**config.mk**
```make
export PLATFORM = sky130hd
export DESIGN_NAME = tmr_core
export DESIGN_NICKNAME = d
export VERILOG_FILES = /design/src/core/tmr_pkg.sv /design/src/core/tmr_pin_sync.sv /design/src/core/tmr_noise_filt.sv /design/src/core/tmr_core.sv
export SDC_FILE = /design/constraint.sdc
export NUM_CORES = 1
export LEC_CHECK = 0
export BUFFER_PORTS_ARGS = -buffer_cell sky130_fd_sc_hd__buf_2
export CAP_MARGIN = 20
export CORE_MARGIN = 3
export CORE_UTILIZATION = 63
export DETAILED_ROUTE_END_ITERATION = 10
export PLACE_DENSITY = 0.81
export SYNTH_ARGS = -nofsm -noshare
export SYNTH_HDL_FRONTEND = slang
export SYNTH_SLANG_ARGS = --single-unit
```
**constraint.sdc**
```tcl
create_clock -name clk -period 8.1 [get_ports clk]
set_clock_uncertainty 0.05 [all_clocks]
set_input_delay 1.215 -clock clk [delete_from_list [all_inputs] [get_ports clk]]
set_output_delay 1.215 -clock clk [all_outputs]
set_load 0.05 [all_outputs]
```
**src/core/tmr_pkg.sv**
```systemverilog
// Purpose: Shared constants and types for the 16-bit timer byte-access core
// Assumes: 8-bit CPU data path, one clock domain
// Notes: Field positions follow the control and flag register layouts
package tmr_pkg;

  // Data widths
  localparam int BYTE_W = 8;
  localparam int WORD_W = 16;

  // Counter landmarks and fixed TOP values
  localparam logic [15:0] BOTTOM_VAL = 16'h0000;
  localparam logic [15:0] MAX_VAL = 16'hFFFF;
  localparam logic [15:0] TOP_8BIT = 16'h00FF;
  localparam logic [15:0] TOP_9BIT = 16'h01FF;
  localparam logic [15:0] TOP_10BIT = 16'h03FF;
  localparam logic [15:0] WORD_ONE = 16'h0001;

  // Reset values
  localparam logic [7:0] BYTE_RST = 8'h00;
  localparam logic [15:0] WORD_RST = 16'h0000;

  // Control register A fields
  localparam int CA_WAVE0 = 0;
  localparam int CA_WAVE1 = 1;
  // Control register B fields
  localparam int CB_CLKSEL_LSB = 0;
  localparam int CB_CLKSEL_MSB = 2;
  localparam int CB_WAVE2 = 3;
  localparam int CB_WAVE3 = 4;
  localparam int CB_EDGE = 6;
  localparam int CB_FILT = 7;
  // Control register C fields
  localparam int CC_FORCE_B = 6;
  localparam int CC_FORCE_A = 7;
  // Flag and mask register fields
  localparam int FL_OVF = 0;
  localparam int FL_CMPA = 1;
  localparam int FL_CMPB = 2;
  localparam int FL_CAPT = 5;

  // Clock select codes
  localparam logic [2:0] CS_STOP = 3'h0;
  localparam logic [2:0] CS_DIRECT = 3'h1;
  localparam logic [2:0] CS_EXT_FALL = 3'h6;
  localparam logic [2:0] CS_EXT_RISE = 3'h7;

  // Noise filter sample count
  localparam int FILT_DEPTH = 4;

  // Byte locations the CPU can reach
  typedef enum logic [3:0] {
    SEL_COUNT_LO, SEL_COUNT_HI, SEL_CMPA_LO, SEL_CMPA_HI, SEL_CMPB_LO, SEL_CMPB_HI,
    SEL_CAPT_LO, SEL_CAPT_HI, SEL_CTRL_A, SEL_CTRL_B, SEL_CTRL_C, SEL_FLAGS, SEL_MASK
  } tmr_sel_t;

  // One CPU byte access
  typedef struct packed {
    logic rd;
    logic wr;
    tmr_sel_t sel;
    logic [7:0] wdata;
  } tmr_cpu_req_t;

endpackage : tmr_pkg

```
**src/core/tmr_pin_sync.sv**
```systemverilog
// Purpose: Three-stage synchroniser for an asynchronous pin
// Assumes: Pin is unrelated to clk
// Notes: Output level moves only when stages two and three agree
`timescale 1ns/100ps
module tmr_pin_sync (
  input wire logic clk,
  input wire logic rst_b,
  input wire logic pin,
  output logic level
);
  import tmr_pkg::*;

  logic s1_ff; // Metastability catcher, read only by s2_ff
  logic s2_ff; // Second stage
  logic s3_ff; // Third stage
  logic level_ff; // Accepted level

  // Shift chain
  always_ff @(posedge clk) begin
    if (!rst_b) begin
      s1_ff <= 1'b0;
      s2_ff <= 1'b0;
      s3_ff <= 1'b0;
    end else begin
      s1_ff <= pin;
      s2_ff <= s1_ff;
      s3_ff <= s2_ff;
    end
  end

  // Accept a change only once two settled stages agree
  always_ff @(posedge clk) begin
    if (!rst_b) begin
      level_ff <= 1'b0;
    end else if (s2_ff == s3_ff) begin
      level_ff <= s3_ff;
    end
  end

  assign level = level_ff;
endmodule : tmr_pin_sync

```
**src/core/tmr_noise_filt.sv**
```systemverilog
// Purpose: Optional four-sample filter in front of the capture edge detector
// Assumes: Input already synchronised to clk
// Notes: Adds latency when enabled; bypass follows input one cycle later
`timescale 1ns/100ps
module tmr_noise_filt (
  input wire logic clk,
  input wire logic rst_b,
  input wire logic enable,
  input wire logic din,
  output logic dout
);
  import tmr_pkg::*;

  logic [FILT_DEPTH-1:0] hist_ff; // Last samples, newest in bit 0
  logic dout_ff; // Filtered level

  // Sample history
  always_ff @(posedge clk) begin
    if (!rst_b) begin
      hist_ff <= '0;
    end else begin
      hist_ff <= {hist_ff[FILT_DEPTH-2:0], din};
    end
  end

  // When enabled, output changes only when every sample agrees
  always_ff @(posedge clk) begin
    if (!rst_b) begin
      dout_ff <= 1'b0;
    end else if (!enable) begin
      dout_ff <= din; // Bypass
    end else if (&hist_ff) begin
      dout_ff <= 1'b1;
    end else if (~|hist_ff) begin
      dout_ff <= 1'b0;
    end
  end

  assign dout = dout_ff;
endmodule : tmr_noise_filt

```
**src/core/tmr_core.sv**
```systemverilog
// Purpose: CPU-facing core of a 16-bit timer with shared high-byte holding register
// Assumes: CPU byte accesses arrive as one-cycle strobes on clk; prescaler tick comes from same clock
// Notes: Waveform pins and prescaler taps live in neighbouring blocks
`timescale 1ns/100ps
module tmr_core (
  input wire logic clk,
  input wire logic rst_b,
  input wire tmr_pkg::tmr_cpu_req_t cpu_req,
  output logic [7:0] cpu_rdata,
  input wire logic presc_tick,
  input wire logic ext_count_pin,
  input wire logic capture_in_pin,
  input wire logic acomp_out,
  input wire logic acomp_capture_sel,
  output logic [7:0] timer_irq_req,
  output logic compare_match_a,
  output logic compare_match_b,
  output logic pwm_a_allowed,
  output logic timer_tick,
  output logic at_bottom,
  output logic at_max,
  output logic at_top
);
  import tmr_pkg::*;
  // Mode decoding helpers
  function automatic logic is_pwm(input logic [3:0] m);
    is_pwm = !(m == 4'h0 || m == 4'h4 || m == 4'hC || m == 4'hD);
  endfunction : is_pwm
  function automatic logic top_is_cmpa(input logic [3:0] m);
    top_is_cmpa = (m == 4'h4 || m == 4'h9 || m == 4'hB || m == 4'hF);
  endfunction : top_is_cmpa
  function automatic logic top_is_capt(input logic [3:0] m);
    top_is_capt = (m == 4'h8 || m == 4'hA || m == 4'hC || m == 4'hE);
  endfunction : top_is_capt
  function automatic logic [15:0] top_value(input logic [3:0] m, input logic [15:0] a, input logic [15:0] c);
    if (top_is_cmpa(m)) begin
      top_value = a;
    end else if (top_is_capt(m)) begin
      top_value = c;
    end else if (m[1:0] == 2'h1) begin
      top_value = TOP_8BIT;
    end else if (m[1:0] == 2'h2) begin
      top_value = TOP_9BIT;
    end else if (m[1:0] == 2'h3) begin
      top_value = TOP_10BIT;
    end else begin
      top_value = MAX_VAL;
    end
  endfunction : top_value
  // State
  logic [15:0] count_ff; // Counter value
  logic [15:0] nxt_count;
  logic [15:0] cmpa_buf_ff; // Compare A as written by the CPU
  logic [15:0] cmpb_buf_ff; // Compare B as written by the CPU
  logic [15:0] cmpa_act_ff; // Compare A as used by the comparator
  logic [15:0] cmpb_act_ff; // Compare B as used by the comparator
  logic [15:0] capt_ff; // Captured value or TOP
  logic [7:0] hold_ff; // Shared high-byte holding register
  logic [7:0] ctrl_a_ff; // Control register A
  logic [7:0] ctrl_b_ff; // Control register B
  logic [7:0] flags_ff; // Request flags
  logic [7:0] nxt_flags;
  logic [7:0] mask_ff; // Request mask
  logic [7:0] rdata_ff; // Read answer
  logic [7:0] irq_ff; // Masked requests
  logic match_a_ff, match_b_ff, pwm_a_ok_ff, tick_ff, bottom_ff, max_ff, top_ff;
  logic ext_prev_ff; // Previous external pin level
  logic capt_prev_ff; // Previous filtered capture level
  // Decoded controls
  logic [3:0] mode;
  logic [2:0] clk_sel;
  logic [15:0] top;
  logic tick, at_wrap, ext_lvl, icp_lvl, acmp_lvl, capt_lvl, capt_evt;
  logic wr_count, wr_capt, force_a, force_b, hit_a, hit_b;
  logic [7:0] flag_clr, flag_set;
  assign mode = {ctrl_b_ff[CB_WAVE3], ctrl_b_ff[CB_WAVE2], ctrl_a_ff[CA_WAVE1], ctrl_a_ff[CA_WAVE0]};
  assign clk_sel = ctrl_b_ff[CB_CLKSEL_MSB:CB_CLKSEL_LSB];
  assign top = top_value(mode, cmpa_act_ff, capt_ff);
  assign at_wrap = tick && (count_ff == top);
  // Pin synchronisers
  tmr_pin_sync u_ext_sync (.clk(clk), .rst_b(rst_b), .pin(ext_count_pin), .level(ext_lvl));
  tmr_pin_sync u_icp_sync (.clk(clk), .rst_b(rst_b), .pin(capture_in_pin), .level(icp_lvl));
  tmr_pin_sync u_acmp_sync (.clk(clk), .rst_b(rst_b), .pin(acomp_out), .level(acmp_lvl));
  // Capture source choice then optional filter
  tmr_noise_filt u_filt (
    .clk(clk),
    .rst_b(rst_b),
    .enable(ctrl_b_ff[CB_FILT]),
    .din(acomp_capture_sel ? acmp_lvl : icp_lvl),
    .dout(capt_lvl)
  );
  // Edge history for external clock and capture
  always_ff @(posedge clk) begin
    if (!rst_b) begin
      ext_prev_ff <= 1'b0;
      capt_prev_ff <= 1'b0;
    end else begin
      ext_prev_ff <= ext_lvl;
      capt_prev_ff <= capt_lvl;
    end
  end

  // Timer tick source; code zero leaves the counter idle
  always_comb begin
    if (clk_sel == CS_STOP) begin
      tick = 1'b0;
    end else if (clk_sel == CS_DIRECT) begin
      tick = 1'b1;
    end else if (clk_sel == CS_EXT_FALL) begin
      tick = ext_prev_ff && !ext_lvl;
    end else if (clk_sel == CS_EXT_RISE) begin
      tick = !ext_prev_ff && ext_lvl;
    end else begin
      tick = presc_tick; // Tap chosen by the prescaler block
    end
  end
  // Capture is silent while the capture register serves as TOP
  assign capt_evt = !top_is_capt(mode) &&
                    (ctrl_b_ff[CB_EDGE] ? (!capt_prev_ff && capt_lvl) : (capt_prev_ff && !capt_lvl));

  // Access strobes
  assign wr_count = cpu_req.wr && cpu_req.sel == SEL_COUNT_LO;
  assign wr_capt = cpu_req.wr && cpu_req.sel == SEL_CAPT_LO && top_is_capt(mode);
  assign force_a = cpu_req.wr && cpu_req.sel == SEL_CTRL_C && cpu_req.wdata[CC_FORCE_A] && !is_pwm(mode);
  assign force_b = cpu_req.wr && cpu_req.sel == SEL_CTRL_C && cpu_req.wdata[CC_FORCE_B] && !is_pwm(mode);
  assign hit_a = tick && (count_ff == cmpa_act_ff);
  assign hit_b = tick && (count_ff == cmpb_act_ff);
  // Counter: CPU write wins over counting and wrap
  always_comb begin
    nxt_count = count_ff;
    if (wr_count) begin
      nxt_count = {hold_ff, cpu_req.wdata};
    end else if (at_wrap) begin
      nxt_count = BOTTOM_VAL;
    end else if (tick) begin
      nxt_count = count_ff + WORD_ONE;
    end
  end

  always_ff @(posedge clk) begin
    if (!rst_b) begin
      count_ff <= WORD_RST;
    end else begin
      count_ff <= nxt_count;
    end
  end

  // Holding register: high-byte writes fill it, low-byte reads of counter and capture load it
  always_ff @(posedge clk) begin
    if (!rst_b) begin
      hold_ff <= BYTE_RST;
    end else if (cpu_req.wr && (cpu_req.sel == SEL_COUNT_HI || cpu_req.sel == SEL_CMPA_HI ||
                                cpu_req.sel == SEL_CMPB_HI || cpu_req.sel == SEL_CAPT_HI)) begin
      hold_ff <= cpu_req.wdata;
    end else if (cpu_req.rd && cpu_req.sel == SEL_COUNT_LO) begin
      hold_ff <= count_ff[15:8];
    end else if (cpu_req.rd && cpu_req.sel == SEL_CAPT_LO) begin
      hold_ff <= capt_ff[15:8];
    end
  end
  // Compare buffers; in PWM modes the active copy loads only at TOP, so a running TOP can change safely
  always_ff @(posedge clk) begin
    if (!rst_b) begin
      cmpa_buf_ff <= WORD_RST;
      cmpb_buf_ff <= WORD_RST;
      cmpa_act_ff <= WORD_RST;
      cmpb_act_ff <= WORD_RST;
    end else begin
      if (cpu_req.wr && cpu_req.sel == SEL_CMPA_LO) begin
        cmpa_buf_ff <= {hold_ff, cpu_req.wdata};
      end
      if (cpu_req.wr && cpu_req.sel == SEL_CMPB_LO) begin
        cmpb_buf_ff <= {hold_ff, cpu_req.wdata};
      end
      if (!is_pwm(mode) || at_wrap) begin
        cmpa_act_ff <= cmpa_buf_ff;
        cmpb_act_ff <= cmpb_buf_ff;
      end
    end
  end
  // Capture register: hardware capture takes precedence over a CPU write
  always_ff @(posedge clk) begin
    if (!rst_b) begin
      capt_ff <= WORD_RST;
    end else if (capt_evt) begin
      capt_ff <= count_ff;
    end else if (wr_capt) begin
      capt_ff <= {hold_ff, cpu_req.wdata};
    end
  end
  // Plain byte control registers
  always_ff @(posedge clk) begin
    if (!rst_b) begin
      ctrl_a_ff <= BYTE_RST;
      ctrl_b_ff <= BYTE_RST;
      mask_ff <= BYTE_RST;
    end else if (cpu_req.wr) begin
      if (cpu_req.sel == SEL_CTRL_A) begin
        ctrl_a_ff <= cpu_req.wdata;
      end else if (cpu_req.sel == SEL_CTRL_B) begin
        ctrl_b_ff <= cpu_req.wdata;
      end else if (cpu_req.sel == SEL_MASK) begin
        mask_ff <= cpu_req.wdata;
      end
    end
  end
  // Flags: writing one clears, but a same-cycle event wins
  assign flag_clr = (cpu_req.wr && cpu_req.sel == SEL_FLAGS) ? cpu_req.wdata : BYTE_RST;
  always_comb begin
    flag_set = BYTE_RST;
    flag_set[FL_OVF] = at_wrap;
    flag_set[FL_CMPA] = hit_a;
    flag_set[FL_CMPB] = hit_b;
    flag_set[FL_CAPT] = capt_evt;
    nxt_flags = (flags_ff & ~flag_clr) | flag_set;
  end
  always_ff @(posedge clk) begin
    if (!rst_b) begin
      flags_ff <= BYTE_RST;
      irq_ff <= BYTE_RST;
    end else begin
      flags_ff <= nxt_flags;
      irq_ff <= nxt_flags & ((cpu_req.wr && cpu_req.sel == SEL_MASK) ? cpu_req.wdata : mask_ff);
    end
  end
  // Read answer, one cycle after the strobe; compare bytes come straight from the buffers
  always_ff @(posedge clk) begin
    if (!rst_b) begin
      rdata_ff <= BYTE_RST;
    end else if (cpu_req.rd) begin
      if (cpu_req.sel == SEL_COUNT_LO) begin
        rdata_ff <= count_ff[7:0];
      end else if (cpu_req.sel == SEL_COUNT_HI || cpu_req.sel == SEL_CAPT_HI) begin
        rdata_ff <= hold_ff;
      end else if (cpu_req.sel == SEL_CMPA_LO) begin
        rdata_ff <= cmpa_buf_ff[7:0];
      end else if (cpu_req.sel == SEL_CMPA_HI) begin
        rdata_ff <= cmpa_buf_ff[15:8];
      end else if (cpu_req.sel == SEL_CMPB_LO) begin
        rdata_ff <= cmpb_buf_ff[7:0];
      end else if (cpu_req.sel == SEL_CMPB_HI) begin
        rdata_ff <= cmpb_buf_ff[15:8];
      end else if (cpu_req.sel == SEL_CAPT_LO) begin
        rdata_ff <= capt_ff[7:0];
      end else if (cpu_req.sel == SEL_CTRL_A) begin
        rdata_ff <= ctrl_a_ff;
      end else if (cpu_req.sel == SEL_CTRL_B) begin
        rdata_ff <= ctrl_b_ff;
      end else if (cpu_req.sel == SEL_FLAGS) begin
        rdata_ff <= flags_ff;
      end else if (cpu_req.sel == SEL_MASK) begin
        rdata_ff <= mask_ff;
      end else begin
        rdata_ff <= BYTE_RST; // Force bits are strobes and read as zero
      end
    end
  end
  // Status outputs; bottom, max and top registered from next-state values so they line up with the counter
  always_ff @(posedge clk) begin
    if (!rst_b) begin
      match_a_ff <= 1'b0;
      match_b_ff <= 1'b0;
      pwm_a_ok_ff <= 1'b1;
      tick_ff <= 1'b0;
      bottom_ff <= 1'b1;
      max_ff <= 1'b0;
      top_ff <= 1'b0;
    end else begin
      match_a_ff <= hit_a || force_a;
      match_b_ff <= hit_b || force_b;
      pwm_a_ok_ff <= !(is_pwm(mode) && top_is_cmpa(mode));
      tick_ff <= tick;
      bottom_ff <= (nxt_count == BOTTOM_VAL);
      max_ff <= (nxt_count == MAX_VAL);
      top_ff <= (nxt_count == top);
    end
  end
  assign cpu_rdata = rdata_ff;
  assign timer_irq_req = irq_ff;
  assign compare_match_a = match_a_ff;
  assign compare_match_b = match_b_ff;
  assign pwm_a_allowed = pwm_a_ok_ff;
  assign timer_tick = tick_ff;
  assign at_bottom = bottom_ff;
  assign at_max = max_ff;
  assign at_top = top_ff;
endmodule : tmr_core

```
==> results.toml, run 1 <==
[synth]
synthArstFlopShare = 0
ys_dominant_reg_cell = "dfxtp_1"
synth_top_cell_area_share = 0.363
syn_area_per_cell_um2 = 8.35
synth-seq-area-share = 0.363
synth_edf_count = 0
syn-cell-area_um2 = 9820
syn_inst = 1175
synth_seq_cells = 178
netlist_top_cells_area = "dfxtp_1 (36%), mux2i_1 (8.5%), nor2b_1 (6.1%), nand2_1 (6.1%), xnor2_1 (4.6%)"
syn-num-nets = 1202
yosysWarnings = 0
synth_cell_types = 75
yosysTopAreaCell = "dfxtp_1"

[sta]
tightest_slew_ns = 0.966
finalCritPeriodShare = 0.526
setup_tns_ns = 0
slew-limit-headroom = 0.356
rsz0062_at_grt = "no"
fmax_ghz = 0.235
setup_viol = 0
setup_ws_ns = 3.84
holdWs_ns = 0.390
finalCriticalPeriod_ns = 4.26
slew_violations = 0
hold_violations = 0

[floorplanning]
initial_core_util = 0.660
dieArea_um2 = 17100
core-area_um2 = 14900
io_pins = 44
rows = 44
die_x_um = 131
die_height_um = 131

[cells_and_area]
stdcell_area_um2 = 10600
fin_nets = 1176
syn2layout_area_growth_pct = 7.95
drive_gt1_frac = 0.0990
diodes = 0
fill_cells = 1166
final_core_util = 0.713
seq_area_um2 = 3560
multiInputGateArea_um2 = 5760

[min_path]
min_path_type = "flip-flop to flip-flop"
holdCritStartpoint = "u_ext_sync.s1_ff"
hold_depth = 1
holdPathEnd = "u_ext_sync.s2_ff"

[job]
cap_violations = 0

[clocking]
ctsHoldBuffers = 0
cts_sinks = 178
clockBufferDepth = 2
clk_pin_slew_ns = 0.08
post_cts_buffers = 0
cts_tree = "built"
clk_latency_ns = 0.43
root_buffer = "clkbuf_16"
cts_resized = 0
cts_inserted_buffers = 17
cts_max_level = 4

[pwr]
peakVddDrop_mv = 0.149
clkPwrFrac = 0.444
p_per_area_nw_per_um2 = 179
p_leak_nw = 3.88
p_comb_frac = 0.080
p_switching_mw = 0.506
seq_power_share = 0.476
intPower_mw = 1.39
sw_frac_of_total = 0.267

[worst_setup_path]
worstPathArrival_ns = 4.58
path_depth = 11
critPathSlowestCell = "nor4_1"
start_kind = "flip-flop"
cpPeakStageDelay_ns = 0.72
r2r_end = "at_top"
rr_startpoint = "ctrl_a_ff[1]"
rrSetupSlack_ns = 3.84
required_ns = 8.43
critPathMaxFanout = 13
worstSetupPathType = "flip-flop to flip-flop"
path_cells = "inv_1, ha_1, nor2b_1, o21ai_1, and2_1, o22a_1, a2111o_1, nor4_1, a311oi_1, a2111oi_2, and4b_1"
crit_family = "simple AND/OR/NAND/NOR gates"
r2r_cells = 11
crit_path_end_kind = "flip-flop"
path_buf_inv = 1

[routing]
drt-pass1-iter-count = 6
wl_um = 31600
drt_iter0_markers = 1365
vias = 9079
drc = 0
wl_per_cell_um = 23.5
via_per_inst = 6.75
ant_nets = 0

[global_routing]
antenna_found_initial = 0
overflow = 0
grt_pass1_wl_um = 47500
grt_use_total = 0.369
grt_max_degree = 106
grt_pass1_vias = 8333

[status]
run_status = "finished, final reports clean"

[place]
hpwl_um = 21900
place_congestion = 1.05
placed_cell_area_um2 = 9980
dp_slack_ns = 3.89
numPortBuffers = 43
synthesized netlist by cell type (all sizes together), types with 20 or more instances:
cell / instances
a21boi: 46
a21oi: 37
a222oi: 20
and2: 24
clkbuf: 84
dfxtp: 178
inv: 30
mux2i: 83
nand2: 159
nor2: 34
nor2b: 96
o21ai: 57
xnor2: 51
power by group through the flow:
stage                     registers, mW  clock network (mW)  logic [mW]
final                             0.902               0.840       0.152
after global routing              0.902               0.879       0.160
after CTS                         0.901               0.847       0.147
after detailed placement          0.921                   0       0.147
after global placement            0.921                   0       0.146
after floorplan                   0.924                   0      0.0980
per-layer routing:
metal / GRT usage / part of all wire
met3: 0.0732 / 0.11
met5: 0 / 0
met4: 0.175 / 0.051
met1: 0.497 / 0.40
met2: 0.569 / 0.45
through the flow:
stage          power, mW  instances
4_1_cts             1.89       1344
5_1_grt             1.94       1346
6_report            1.89       1346
3_3_place_gp        1.07       1311
3_5_place_dp        1.07       1312
2_1_floorplan       1.02       1175
logic make-up after synthesis:
| kind of cell | synth area share |
|---|---|
| AOI/OAI and AO/OA | 0.210 |
| DFF | 0.363 |
| xor gates and xnor gates | 0.0491 |
| buffers and inverters | 0.0523 |
| adders and majority gates | 0.00765 |
| and+or+nand+nor | 0.222 |
| muxes | 0.0961 |
layout by cell type, fill, tap and decap left out, drive strengths merged, types with 8 or more instances in the layout:
master | Yosys | routed
nand4 | 13 | 13
and2 | 24 | 24
nand2b | 10 | 10
mux2i | 83 | 83
xnor2 | 51 | 51
a21oi | 37 | 37
mux2 | 10 | 10
a22oi | 8 | 8
and3 | 9 | 9
nand3 | 19 | 19
o211ai | 8 | 8
buf | 16 | 54
nand2 | 159 | 159
o211a | 14 | 14
o31ai | 9 | 9
a31oi | 17 | 17
nor4 | 16 | 16
o21ai | 57 | 57
o22ai | 15 | 15
dfxtp | 178 | 178
a21boi | 46 | 46
a222oi | 20 | 20
nor3 | 18 | 18
nor2 | 34 | 34
nor2b | 96 | 96
inv | 30 | 37
clkbuf | 84 | 20
or4 | 8 | 8
layout make-up:
cell class / count / share of cell area
Clock inverter: 13 / 0.0150
Multi-Input combinational cell: 866 / 0.544
Sequential cell: 178 / 0.336
Clock buffer: 19 / 0.0418
Tap cell: 184 / 0.0217
Inverter: 31 / 0.0110
Timing Repair Buffer: 55 / 0.0307
worst max path at each step:
stage | startpoint | to | slack [ns]
floorplan | cpu_req[8] | at_max | 4.32
global placement | cpu_req[8] | at_top | 3.92
detailed placement | cpu_req[8] | at_top | 3.89
CTS | ctrl_a_ff[0] | at_top | 3.93
global route | ctrl_a_ff[0] | at_top | 3.63
finish | ctrl_a_ff[1] | at_top | 3.84
registers in the layout, indices dropped and copies added (netlist names), 16 cells and up:
signal,flops
cmpb_act_ff,16
cmpa_act_ff,16
count_ff,16
capt_ff,16
cmpb_buf_ff,16
cmpa_buf_ff,16
Power figures use the tool's default switching activity.
==> inputs of run 2 (changes only) <==
CORE_UTILIZATION = 56   (was 63)
PLACE_DENSITY = 0.76   (was 0.81)
clock period = 3.45 ns   (was 8.1 ns; I/O delays follow)
==> results.toml, run 2 (same netlist as run 1, synthesis figures left out) <==
[status]
run_status = "finished, final reports clean"

[cells_and_area]
final_core_util = 0.672
fill_cells = 1372
diodes = 0
instances_no_fill = 1460
mostFrequentLayoutCells = "dfxtp_1 (177), nand2_1 (159), nor2b_1 (95)"
syn2layout_area_growth_pct = 15.6
fin_nets = 1254
layout_commonest_cell = "dfxtp_1"
drive_gt1_frac = 0.167

[place]
dp_slack_ns = -0.0872
place_inst = 1424
place_congestion = 1.11
hpwl_um = 24400
numPortBuffers = 43

[worst_setup_path]
start_kind = "flip-flop"
critPathMaxFanout = 4
worstPathArrival_ns = 3.76
required_ns = 3.79
crit_path_end_kind = "flip-flop"
worstSetupPathType = "flip-flop to flip-flop"

[sta]
setup_ws_ns = 0.0283
slew_violations = 0
setup_tns_ns = 0
slew-limit-headroom = 0.505
finalCritPeriodShare = 0.992
tightest_slew_ns = 0.739
finalCriticalPeriod_ns = 3.42
rsz0062_at_grt = "yes"
hold_violations = 0
setup_viol = 0
fmax_ghz = 0.292

[clocking]
cts_tree = "built"
clk_latency_ns = 0.45
clockBufferDepth = 2
cts_sinks = 178
cts_inserted_buffers = 17
root_buffer = "clkbuf_16"
cts_max_level = 4
clk_pin_slew_ns = 0.08
ctsHoldBuffers = 0

[floorplanning]
die_x_um = 138
dieArea_um2 = 19200
initial_core_util = 0.582
io_pins = 44
rows = 47
die_height_um = 138
core-area_um2 = 16900

[routing]
vias = 9402
wl_um = 34400
ant_nets = 0
wl_per_cell_um = 23.5
drt_iter0_markers = 1426
drc = 0
via_per_inst = 6.44
drt-pass1-iter-count = 6

[pwr]
peakVddDrop_mv = 0.349
p_total_mw = 4.44
p_leak_nw = 4.33
p_per_area_nw_per_um2 = 392

[global_routing]
grt_max_degree = 95
antenna_found_initial = 0
grt_pass1_wl_um = 52000
overflow = 0
grt_use_total = 0.347
grt_pass1_vias = 8687

[job]
cap_violations = 0

[min_path]
min_path_type = "input pin to flip-flop"
run 2: changes by cell type in the layout (fill, tap and decap cells not counted), moves of 2 or more:
cell / delta
o22ai_2: +3
ha_1: -2
o22ai_1: -3
inv_2: +2
buf_4: +76
buf_6: +2
inv_1: -2
run 2: worst max-delay path, stage by stage (launching register included):
cell	delay, ns
dfxtp_1	0.34
inv_2	0.07
ha_2	0.20
o21ai_4	0.19
mux2_4	0.33
a222oi_1	0.32
nand2_1	0.11
a221o_1	0.38
or4_4	0.59
o22ai_2	0.17
o22ai_2	0.11
a2111oi_4	0.29
and4b_1	0.23
run 2: final timing paths:
| kind | from | to | slack [ns] | cells after the start |
|---|---|---|---|---|
| hold / removal | acomp_out | u_acmp_sync.s1_ff | 0.23 | 2 |
| setup reg to reg | ctrl_a_ff[0] | at_top | 0.03 | 12 |
| setup / recovery | ctrl_a_ff[0] | at_top | 0.03 | 12 |
| hold reg to reg | u_icp_sync.s1_ff | u_icp_sync.s2_ff | 0.39 | 1 |
run 2: metrics by stage:
stage / hold slack (ns) / cell area, µm²
3_5_place_dp: 0.367 / 10600
5_1_grt: 0.226 / 11300
4_1_cts: 0.223 / 11200
6_report: 0.235 / 11300
3_3_place_gp: 0.367 / 10600
2_1_floorplan: 0.362 / 9820
run 2: layout make-up:
| class | count | area (µm²) | share of cell area |
|---|---|---|---|
| multi-input cells | 866 | 5860 | 0.516 |
| repair buffers | 133 | 946 | 0.0834 |
| clock buffers | 17 | 425 | 0.0375 |
| flip-flops and latches | 178 | 3560 | 0.314 |
| inverters | 31 | 116 | 0.0103 |
| clock inverters | 15 | 160 | 0.0141 |
| well taps | 220 | 275 | 0.0243 |
run 2: metal layers:
metal / track usage / routed length, µm / vias to the layer above
met5: 0 / 0 / -
met4: 0.190 / 1980 / 0
li1: - / - / 4292
met3: 0.0787 / 3790 / 126
met1: 0.459 / 13700 / 4400
met2: 0.527 / 14900 / 584
run 2: repair_timing:
item                                    in CTS  in global routing
gates resized for setup                      2                 19
endpoints found under the setup margin       1                  6
pin swaps                                    2                 11
gates cloned                                 0                  0
buffers inserted                             1                  2
run 2: power breakdown:
group	switching, mW	leakage (nW)	internal [mW]
Sequential	0.0291	1.44	2.08
Clock	0.958	0.282	0.972
Combinational	0.261	2.61	0.143
==> inputs of run 3 (changes only) <==
CELL_PAD_IN_SITES_DETAIL_PLACEMENT = 1   (was unset)
CELL_PAD_IN_SITES_GLOBAL_PLACEMENT = 1   (was unset)
CORE_UTILIZATION = 43   (was 56)
PLACE_DENSITY = unset   (was 0.76)
PLACE_DENSITY_LB_ADDON = 0.1   (was unset)
SKIP_LAST_GASP = 1   (was unset)
SLEW_MARGIN = 20   (was unset)
==> results.toml, run 3 (same netlist as run 1, synthesis figures left out) <==
[status]
run_status = "finished with violations"
failed_checks = "setup timing"

[sta]
setup_tns_ns = -0.000564
slew-limit-headroom = 0.370
setup_ws_ns = -0.000564
finalCritPeriodShare = 1.00
hold_violations = 0
tightest_slew_ns = 0.934
setup_viol = 1
slew_violations = 0
finalCriticalPeriod_ns = 3.45
fmax_ghz = 0.290
rsz0062_at_grt = "yes"

[global_routing]
overflow = 0
grt_use_total = 0.329
grt_max_degree = 81
grt_pass1_vias = 9683
grt_pass1_wl_um = 60600
antenna_found_initial = 1

[worst_setup_path]
path_buf_inv = 2
cpPeakStageDelay_ns = 0.59
cpMostUsedCell = "o22ai_2"
required_ns = 3.79
crit_path_end_kind = "flip-flop"
start_kind = "flip-flop"
crit_family = "compound AO/OA/AOI/OAI gates"
worstPathArrival_ns = 3.79
critPathSlowestCell = "or4_4"
critPathMaxFanout = 4
worstSetupPathType = "flip-flop to flip-flop"
path_cells = "inv_2, ha_4, buf_4, o21a_2, or4_1, o211ai_1, a31oi_1, a2111o_1, or4_4, o22ai_2, o22ai_2, a2111oi_2, and4b_1"

[min_path]
min_path_type = "input pin to flip-flop"

[routing]
vias = 9569
wl_per_cell_um = 26.1
drc = 0
ant_nets = 0
drt-pass1-iter-count = 8
wl_um = 40500
drt_iter0_markers = 847
via_per_inst = 6.16

[place]
numPortBuffers = 43
place_congestion = 0.978
dp_slack_ns = -0.104
hpwl_um = 29100

[clocking]
cts_max_level = 4
cts_inserted_buffers = 17
cts_sinks = 178
clk_latency_ns = 0.45
cts_tree = "built"
root_buffer = "clkbuf_16"
ctsHoldBuffers = 0
clk_pin_slew_ns = 0.08
clockBufferDepth = 2

[pwr]
clkPwrFrac = 0.448
intPower_mw = 3.24
seq_power_share = 0.457
p_switching_mw = 1.38
sw_frac_of_total = 0.299
p_leak_nw = 4.50
p_per_area_nw_per_um2 = 393
p_comb_frac = 0.095
peakVddDrop_mv = 0.313

[floorplanning]
io_pins = 44
dieArea_um2 = 24700
core-area_um2 = 22100
initial_core_util = 0.444
die_height_um = 157
rows = 54
die_x_um = 157

[job]
cap_violations = 0

[cells_and_area]
drive_gt1_frac = 0.194
layout_commonest_cell = "dfxtp_1"
mostFrequentLayoutCells = "dfxtp_1 (176), nand2_1 (158), buf_4 (116)"
fill_cells = 2565
fin_nets = 1287
diodes = 0
syn2layout_area_growth_pct = 19.6
-- run 3: cell count changes in the layout (fill, tap and decap cells not counted), moves of 2 or more --
cell | previous run | this run
inv_8 | 5 | 3
clkinv_8 | 2 | 5
mux2i_1 | 83 | 80
inv_12 | 1 | 3
buf_6 | 2 | 4
mux2i_2 | 0 | 3
buf_4 | 86 | 116
-- run 3: metal layers --
layer,share of wire,global-route usage,wire length [µm],vias to the layer above
li1,-,-,-,4350
met1,0.41,0.426,16800,4747
met2,0.45,0.516,18400,365
met3,0.074,0.0657,2990,107
met4,0.058,0.179,2340,0
met5,0,0,0,-
-- run 3: repair_timing --
| action | CTS | global route |
|---|---|---|
| gates cloned | 0 | 1 |
| endpoints found under the setup margin | 6 | 25 |
| resized for setup | 13 | 19 |
| setup buffers | 2 | 11 |
| pin swaps | 6 | 14 |
| endpoints found under the hold margin | 0 | 0 |
-- run 3: path summary, 6_finish.rpt --
| check | slack, ns | start | cells after the start | endpoint |
|---|---|---|---|---|
| worst max-delay path | -0.0006 | ctrl_a_ff[1] | 13 | at_top |
| worst max register to register | -0.0006 | ctrl_a_ff[1] | 13 | at_top |
| worst min-delay path | 0.22 | ext_count_pin | 2 | u_ext_sync.s1_ff |
| worst min register to register | 0.39 | u_ext_sync.s1_ff | 1 | u_ext_sync.s2_ff |
-- run 3: worst register-to-register path: stages, from the launching register on --
cell	delay [ns]
dfxtp_4	0.37
inv_2	0.06
ha_4	0.17
buf_4	0.13
o21a_2	0.21
or4_1	0.40
o211ai_1	0.11
a31oi_1	0.13
a2111o_1	0.49
or4_4	0.59
o22ai_2	0.18
o22ai_2	0.08
a2111oi_2	0.20
and4b_1	0.23
-- run 3: power by group through the flow --
| stage | sequential (mW) | combinational, mW | clock, mW |
|---|---|---|---|
| 2_1_floorplan | 2.17 | 0.230 | 0 |
| 3_3_place_gp | 2.16 | 0.413 | 0 |
| 3_5_place_dp | 2.16 | 0.418 | 0 |
| 4_1_cts | 2.11 | 0.422 | 2.09 |
| 5_1_grt | 2.11 | 0.461 | 2.18 |
| 6_report | 2.11 | 0.437 | 2.07 |
-- run 3: final cells by class --
cell class,count,area (µm²),area share
inverters,31,116,0.00991
well taps,280,350,0.0298
multi-input cells,866,5870,0.500
repair buffers,166,1210,0.103
clock buffers,17,425,0.0362
clock inverters,15,198,0.0168
flip-flops and latches,178,3570,0.304
-- run 3: stage by stage --
| stage | power, mW | cell area, µm² | util | hold WS, ns | instances |
|---|---|---|---|---|---|
| after floorplan | 2.40 | 9820 | - | 0.362 | 1175 |
| after global placement | 2.57 | 10900 | 0.492 | 0.364 | 1507 |
| after detailed placement | 2.57 | 10900 | 0.492 | 0.375 | 1507 |
| after CTS | 4.62 | 11500 | 0.523 | 0.213 | 1541 |
| after global routing | 4.76 | 11700 | 0.531 | 0.217 | 1553 |
| final | 4.61 | 11700 | 0.531 | 0.221 | 1553 |
